[src/verilog/timer_mode_pkg.sv]
// Behaviour
// Sync bit 0: channel presets/clears alone
// Sync bit 1: synced channels preset/clear together
// Mode register resets to 80h, also standby
// Mode bit 7 ignores writes, reads 1
// Mode bit 6 selects channel 2 quadrature
// Quadrature counts both edges of both pins
// Direction follows input phase order, one/edge
// Quadrature ignores edge and prescaler selection
// Channel 2 clear, compare, flags stay active
// Mode bit 5: overflow only or both
// Mode bits 4..0 select pulse mode
// Channel 4 pin: A match high, B low
// Channel 3 pin: A match high, B low
// Combination PWM modes override channel 3/4 bits
// Channels 2,1,0 pins follow same scheme
// Sync register resets E0h, top bits one
// Software never syncs 3 and 4 in complementary
package timer_mode_pkg;

  localparam int NUM_CH = 5;

  // ==========================================
  // Register byte addresses
  localparam logic [7:0] SYNC_ADDR = 8'h00;
  localparam logic [7:0] MODE_ADDR = 8'h04;
  localparam logic [7:0] IRQ_STATUS_ADDR = 8'h08;
  localparam logic [7:0] IRQ_MASK_ADDR = 8'h0C;

  // ==========================================
  // Reset values and fixed bits
  localparam logic [7:0] SYNC_RESET = 8'hE0;
  localparam logic [7:0] SYNC_FIXED = 8'hE0;
  localparam logic [7:0] MODE_RESET = 8'h80;
  localparam logic [7:0] MODE_FIXED = 8'h80;
  localparam logic [1:0] IRQ_RESET = 2'h0;

  // ==========================================
  // Mode register fields
  localparam int MODE_QUAD_BIT = 6;
  localparam int MODE_FLAG_COND_BIT = 5;
  localparam int PWM_CH3 = 3;
  localparam int PWM_CH4 = 4;

  // ==========================================
  // Interrupt status fields
  localparam int IRQ_OVERFLOW_BIT = 0;
  localparam int IRQ_QERR_BIT = 1;

  // Combination mode codes: 1x is a combined pulse mode
  localparam int CMB_PWM_BIT = 1;

endpackage

[src/verilog/quad_if.sv]
`timescale 1ns/1ns
`default_nettype none
interface quad_if;
  logic up;
  logic down;
  logic err;
  modport dec(output up, output down, output err);
  modport ctl(input up, input down, input err);
endinterface
`default_nettype wire

[src/verilog/timer_mode_ctrl.sv]
// Chosen here: the APB slave port and the register addresses.
`timescale 1ns/1ns
`default_nettype none
module timer_mode_ctrl
  import timer_mode_pkg::*;
(
  // Clock, reset, standby
  input wire logic clk_sys,
  input wire logic rst_b,
  input wire logic standby,
  // APB slave
  input wire logic [7:0] paddr,
  input wire logic psel,
  input wire logic penable,
  input wire logic pwrite,
  input wire logic [31:0] pwdata,
  output logic [31:0] prdata,
  output logic pready,
  output logic pslverr,
  // Quadrature pins
  input wire logic ext_clock_in_a,
  input wire logic ext_clock_in_b,
  // From counters and compare logic
  input wire logic [timer_mode_pkg::NUM_CH-1:0] clear_request,
  input wire logic [timer_mode_pkg::NUM_CH-1:0] preset_request,
  input wire logic [timer_mode_pkg::NUM_CH-1:0] compare_match_a,
  input wire logic [timer_mode_pkg::NUM_CH-1:0] compare_match_b,
  input wire logic ch2_prescaled_tick,
  input wire logic ch2_overflow,
  input wire logic ch2_underflow,
  input wire logic [1:0] combination_mode,
  // To counters
  output logic [timer_mode_pkg::NUM_CH-1:0] counter_clear,
  output logic [timer_mode_pkg::NUM_CH-1:0] counter_preset,
  output logic ch2_count_up,
  output logic ch2_count_down,
  output logic ch2_overflow_set,
  output logic ch2_use_external,
  // Pulse pins
  output logic [timer_mode_pkg::NUM_CH-1:0] pulse_pin,
  output logic [timer_mode_pkg::NUM_CH-1:0] pulse_pin_oe,
  // Interrupt
  output logic irq
);
  import timer_mode_pkg::*;

  logic [4:0] channel_sync_select;
  logic [6:0] timer_mode_select;
  logic [1:0] irq_status;
  logic [1:0] irq_mask;
  logic [7:0] sync_view;
  logic [7:0] mode_view;
  logic quadrature_mode_flag;
  logic overflow_flag_condition;
  logic combined_pwm;
  logic [NUM_CH-1:0] pulse_mode;
  logic access;
  logic wr;
  logic hit_sync;
  logic hit_mode;
  logic hit_status;
  logic hit_mask;
  logic mapped;
  logic [31:0] read_mux;
  logic any_sync_clear;
  logic any_sync_preset;
  logic [NUM_CH-1:0] next_clear;
  logic [NUM_CH-1:0] next_preset;
  logic next_overflow;
  logic [1:0] irq_event;
  logic [1:0] next_status;
  logic init;

  quad_if qd();

  quad_decoder u_quad
  (
    .clk_sys(clk_sys),
    .rst_b(rst_b),
    .ext_clock_in_a(ext_clock_in_a),
    .ext_clock_in_b(ext_clock_in_b),
    .q(qd.dec)
  );

  // ==========================================
  // Bus decode
  assign access = psel & penable;
  assign wr = access & pwrite;
  assign hit_sync = (paddr == SYNC_ADDR);
  assign hit_mode = (paddr == MODE_ADDR);
  assign hit_status = (paddr == IRQ_STATUS_ADDR);
  assign hit_mask = (paddr == IRQ_MASK_ADDR);
  assign mapped = hit_sync | hit_mode | hit_status | hit_mask;
  assign init = !rst_b || standby;

  assign sync_view = SYNC_FIXED | {3'h0, channel_sync_select};
  assign mode_view = MODE_FIXED | {1'b0, timer_mode_select};
  assign read_mux = hit_sync ? {24'h000000, sync_view} :
                    hit_mode ? {24'h000000, mode_view} :
                    hit_status ? {30'h00000000, irq_status} :
                    hit_mask ? {30'h00000000, irq_mask} : 32'h00000000;

  // ==========================================
  // Control registers
  always_ff @(posedge clk_sys)
  begin
    if (init)
    begin
      channel_sync_select <= SYNC_RESET[4:0];
      timer_mode_select <= MODE_RESET[6:0];
      irq_mask <= IRQ_RESET;
    end
    else if (wr)
    begin
      if (hit_sync)
        channel_sync_select <= pwdata[4:0];
      if (hit_mode)
        timer_mode_select <= pwdata[6:0];
      if (hit_mask)
        irq_mask <= pwdata[1:0];
    end
  end

  always_ff @(posedge clk_sys)
  begin
    if (!rst_b)
    begin
      prdata <= 32'h00000000;
      pready <= 1'b0;
      pslverr <= 1'b0;
    end
    else
    begin
      pready <= psel & ~penable;
      pslverr <= psel & ~penable & ~mapped;
      prdata <= (psel & ~penable & ~pwrite) ? read_mux : 32'h00000000;
    end
  end

  // ==========================================
  // Mode fields
  assign quadrature_mode_flag = timer_mode_select[MODE_QUAD_BIT];
  assign overflow_flag_condition = timer_mode_select[MODE_FLAG_COND_BIT];
  assign combined_pwm = combination_mode[CMB_PWM_BIT];

  genvar ch;
  generate
    for (ch = 0; ch < NUM_CH; ch++)
    begin : g_ch
      if (ch == PWM_CH3 || ch == PWM_CH4)
      begin : g_cmb
        assign pulse_mode[ch] = timer_mode_select[ch] & ~combined_pwm;
      end
      else
      begin : g_plain
        assign pulse_mode[ch] = timer_mode_select[ch];
      end
      assign next_clear[ch] = channel_sync_select[ch] ? any_sync_clear : clear_request[ch];
      assign next_preset[ch] = channel_sync_select[ch] ? any_sync_preset : preset_request[ch];

      // Pin set on match A, cleared on match B; B wins on a tie
      always_ff @(posedge clk_sys)
      begin
        if (init)
        begin
          pulse_pin[ch] <= 1'b0;
          pulse_pin_oe[ch] <= 1'b0;
        end
        else
        begin
          pulse_pin_oe[ch] <= pulse_mode[ch];
          if (pulse_mode[ch] && compare_match_b[ch])
            pulse_pin[ch] <= 1'b0;
          else if (pulse_mode[ch] && compare_match_a[ch])
            pulse_pin[ch] <= 1'b1;
        end
      end
    end
  endgenerate

  // ==========================================
  // Synchronous clear and preset
  assign any_sync_clear = |(clear_request & channel_sync_select);
  assign any_sync_preset = |(preset_request & channel_sync_select);

  always_ff @(posedge clk_sys)
  begin
    if (!rst_b)
    begin
      counter_clear <= '0;
      counter_preset <= '0;
    end
    else
    begin
      counter_clear <= next_clear;
      counter_preset <= next_preset;
    end
  end

  // ==========================================
  // Channel 2 count source and overflow flag
  assign next_overflow = ch2_overflow | (ch2_underflow & ~overflow_flag_condition);

  always_ff @(posedge clk_sys)
  begin
    if (!rst_b)
    begin
      ch2_count_up <= 1'b0;
      ch2_count_down <= 1'b0;
      ch2_overflow_set <= 1'b0;
      ch2_use_external <= 1'b0;
    end
    else
    begin
      ch2_use_external <= quadrature_mode_flag;
      ch2_count_up <= quadrature_mode_flag ? qd.up : ch2_prescaled_tick;
      ch2_count_down <= quadrature_mode_flag & qd.down;
      ch2_overflow_set <= next_overflow;
    end
  end

  // ==========================================
  // Interrupt status, write one to clear, set wins
  assign irq_event[IRQ_OVERFLOW_BIT] = next_overflow;
  assign irq_event[IRQ_QERR_BIT] = quadrature_mode_flag & qd.err;
  assign next_status = irq_event | (irq_status & ~((wr && hit_status) ? pwdata[1:0] : 2'h0));

  always_ff @(posedge clk_sys)
  begin
    if (init)
    begin
      irq_status <= IRQ_RESET;
      irq <= 1'b0;
    end
    else
    begin
      irq_status <= next_status;
      irq <= |(next_status & irq_mask);
    end
  end

endmodule
`default_nettype wire

[src/verilog/quad_decoder.sv]
`timescale 1ns/1ns
`default_nettype none
module quad_decoder
(
  // Clock and reset
  input wire logic clk_sys,
  input wire logic rst_b,
  // Pins
  input wire logic ext_clock_in_a,
  input wire logic ext_clock_in_b,
  // Decoded steps
  quad_if.dec q
);

  logic [2:0] sync_a;
  logic [2:0] sync_b;
  logic stable_a;
  logic stable_b;
  logic next_a;
  logic next_b;
  logic change_a;
  logic change_b;

  // ==========================================
  // Three-stage synchronisers, change taken when stages two and three agree
  always_ff @(posedge clk_sys)
  begin
    if (!rst_b)
    begin
      sync_a <= 3'h0;
      sync_b <= 3'h0;
    end
    else
    begin
      sync_a <= {sync_a[1:0], ext_clock_in_a};
      sync_b <= {sync_b[1:0], ext_clock_in_b};
    end
  end

  assign next_a = (sync_a[1] == sync_a[2]) ? sync_a[2] : stable_a;
  assign next_b = (sync_b[1] == sync_b[2]) ? sync_b[2] : stable_b;
  assign change_a = next_a ^ stable_a;
  assign change_b = next_b ^ stable_b;

  // ==========================================
  // Step decode
  always_ff @(posedge clk_sys)
  begin
    if (!rst_b)
    begin
      stable_a <= 1'b0;
      stable_b <= 1'b0;
      q.up <= 1'b0;
      q.down <= 1'b0;
      q.err <= 1'b0;
    end
    else
    begin
      stable_a <= next_a;
      stable_b <= next_b;
      q.up <= (change_a ^ change_b) & (stable_a ^ next_b);
      q.down <= (change_a ^ change_b) & ~(stable_a ^ next_b);
      q.err <= change_a & change_b;
    end
  end

endmodule
`default_nettype wire

[config.mk]
export PLATFORM = sky130hd
export DESIGN_NAME = timer_mode_ctrl
export DESIGN_NICKNAME = d
export VERILOG_FILES = /design/src/verilog/timer_mode_pkg.sv /design/src/verilog/quad_if.sv /design/src/verilog/timer_mode_ctrl.sv /design/src/verilog/quad_decoder.sv
export SDC_FILE = /design/constraint.sdc
export NUM_CORES = 1
export LEC_CHECK = 0
export ABC_AREA = 1
export BUFFER_PORTS_ARGS = -buffer_cell sky130_fd_sc_hd__buf_2
export CAP_MARGIN = 40
export CORE_ASPECT_RATIO = 1.1
export CORE_MARGIN = 4
export CORE_UTILIZATION = 48
export CTS_CLUSTER_SIZE = 20
export DETAILED_ROUTE_END_ITERATION = 10
export HOLD_SLACK_MARGIN = 0.1
export PLACE_DENSITY = 0.92
export SYNTH_ARGS = -nofsm -noshare
export SYNTH_HDL_FRONTEND = slang
export SYNTH_SLANG_ARGS = --single-unit
[constraint.sdc]
create_clock -name clk_sys -period 2.3 [get_ports clk_sys]
set_clock_uncertainty 0.2 [all_clocks]
set_input_delay 0.46 -clock clk_sys [delete_from_list [all_inputs] [get_ports clk_sys]]
set_output_delay 0.46 -clock clk_sys [all_outputs]
set_load 0.01 [all_outputs]
==> impl_metrics.toml <==
[synth]
synth_top_cell_area_share_pct = 48.13
synth_top_cells_by_count = "72 x nand2_1, 62 x dfxtp_1, 46 x inv_1"
synthesis.instances = 335
yosys-top-cells-area = "dfxtp_1 48%, nand2_1 10%, buf_4 7.3%"
yosysWarnings = 0
ys_ff_latch = 62
synth.most_common_cell = "nand2_1"
synth_area_um2 = 2579
synth_ff_type = "dfxtp_1"
ys_seq_area_share_pct = 48.13
syn-mean-instance-area_um2 = 7.698
yosysUniqueCellTypes = 27
synth_edf_count = 0
async_flop_share_pct = 0
synth_top_cell_by_area = "dfxtp_1"

[floorplan]
fp-row-count = 27
ioPinCount = 132
dieArea_um2 = 6610
die_w_um = 77.89
initial_utilization_pct = 50.55
die_h_um = 84.88
core_area_um2 = 5101

[timing]
max_freq_ghz = 0.6084
finalHoldViolCount = 0
setup_violations = 0
period_needed_ps = 1644
finalSetupTns_ps = 0
report.final.slew_viol_count = 0
timing.final.crit_share_pct = 71.46
rsz0062_at_grt = "false"
layout_setup_ws_ps = 656.4

[clocking]
cts_buffers = 9
htreeDepth = 3
clock-sinks = 62
tritoncts = "done"
clk_latency_ps = 330
cts.clk_slew.worst_paths_ps = 60
cts_root_buf = "clkbuf_8"
cts.path.max_buffers = 2

[worst_hold_path]
holdCritPathClass = "input port to register"
hold_path_depth = 2

[drt]
drc = 0
first_pass_iters = 5
totalWireLength_um = 5514
drt_iter0_markers = 93
via_per_inst = 4.547
postRouteAntennaNets = 0
routedWlPerCell_um = 11.01
vias = 2278

[status]
status = "finished, final reports clean"

[setup_path]
start_kind = "register"
crit_family = "adder cells"
path_cells = "maj3_1 > xor2_1 > ha_1 > nand2_1 > nor2_1"
critical_path_class = "register to register"
cp_max_fo = 3
worst_setup_path_end_kind = "register"
cp_num_buf_inv = 0
cp.arrival_ps = 1660
reg2regPathDepth = 5
crit_path_max_incr_delay_ps = 410
cp_slowest_cell = "maj3_1"
worstPathRequired_ps = 2320
cp.depth = 5

[power]
internal_power_w = 0.001571
p_leak_nw = 1.643
switching_share_pct = 23.10
clockPowerShare_pct = 38.8
p_seq_share_pct = 53.7
switchingPower_w = 0.0004720
comb_power_share_pct = 7.5
vdd_drop_max_mv = 0.2581
p_per_area_nw_per_um2 = 651.1

[global_routing]
antenna_found_initial = 0
grt.total_usage_pct = 16.83
grt_pass1_vias = 2053
gr-total-overflow = 0
grt_max_degree = 20
grt_pass1_wl_um = 8687

[finish]
drive_gt1_share_pct = 24.71
antenna_cells = 0
area_growth_pct = 21.69
stdcell_count = 501
nNetsFinal = 498

[placed_design]
gp_congestion = 0.8905
dp_cells = 483
io_buffers = 81
hpwl_um = 4337
dpl_worst_slack_ps = 393.8

[job]
cap_violations = 0
==> cells by family after synthesis <==
family | share of synthesized area [%]
other cells | 0.1454
xor+xnor | 0.6794
fa+ha+maj | 0.8733
buf+inv | 15.53
simple gates | 23.97
flops | 48.13
compound gates | 10.67
==> layout by cell type, fill, tap and decap left out <==
master	Yosys	layout
nand2_2	1	1
nor2_1	37	37
buf_4	25	1
dlygate4sd3_1	0	2
ha_1	1	1
nand3_1	18	18
inv_1	46	46
inv_2	3	3
dfxtp_1	62	62
xor2_1	1	1
or2_2	1	1
clkbuf_1	2	5
a211oi_1	3	3
maj3_1	1	1
nor2_8	2	2
nand3_4	1	1
o21ai_0	16	16
buf_2	1	81
xnor2_1	1	1
nand2_1	72	72
nor2_2	1	1
clkinv_2	1	2
nor2_4	2	2
o22ai_1	2	2
a21oi_1	32	32
clkbuf_8	0	10
conb_1	1	24
nand3b_4	1	1
==> cell type report <==
class                   instances  area [µm²]
flip-flops and latches         62        1241
inverters                      50       188.9
multi-input cells             217        1023
clock buffers                  15       156.4
clock inverters                 1       5.005
well taps                      72       90.09
fillers                       444        1963
repair buffers                 84       432.9
==> power by group through the flow <==
stage | registers [W] | logic, W | clock network (W)
global route | 0.00110 | 0.000170 | 0.000877
floorplan | 0.00113 | 0.000102 | 0
finish | 0.00110 | 0.000153 | 0.000793
detailed placement | 0.00112 | 0.000150 | 0
CTS | 0.00110 | 0.000153 | 0.000814
global placement | 0.00112 | 0.000145 | 0
==> worst paths after layout <==
kind | from | end | slack (ps)
worst max-delay path | u_quad.sync_b[1] | u_quad.q.up | 660
worst min-delay path | compare_match_b[0] | pulse_pin[0] | 110
worst min register to register | u_quad.q.down | ch2_count_down | 210
worst max register to register | u_quad.sync_b[1] | u_quad.q.up | 660
==> routing by layer <==
| layer | track usage [%] | vias up | routed length [µm] |
|---|---|---|---|
| li1 | - | 1170 | - |
| met1 | 17.00 | 1002 | 2161 |
| met2 | 29.13 | 92 | 2659 |
| met3 | 5.520 | 14 | 501 |
| met4 | 11.65 | 0 | 192 |
| met5 | 0 | - | 0 |
==> state kept, by name (all words and copies together), names as in the netlist, 2 cells and up <==
register / count
channel_sync_select: 5
u_quad.sync_a: 3
irq_mask: 2
pulse_pin_oe: 5
counter_clear: 5
timer_mode_select: 7
irq_status: 2
counter_preset: 5
pulse_pin: 5
u_quad.sync_b: 3
prdata: 8
==> per-stage QoR <==
stage                     utilization [%]  instance area (µm²)  hold slack [ps]  total power, W
after floorplan                         -                 2665            190.5        0.001230
after global placement              57.96                 2957            192.4        0.001265
after detailed placement            57.96                 2957            203.2        0.001271
after CTS                           61.52                 3138            102.2        0.002065
after global routing                61.52                 3138            104.3        0.002146
final                               61.52                 3138            112.6        0.002043
==> repair_timing <==
item	CTS	global route
hold endpoints to repair	2	0
gates resized for setup	0	0
hold buffers	2	0
setup buffers	0	0
(Power assumes the default switching activity.)
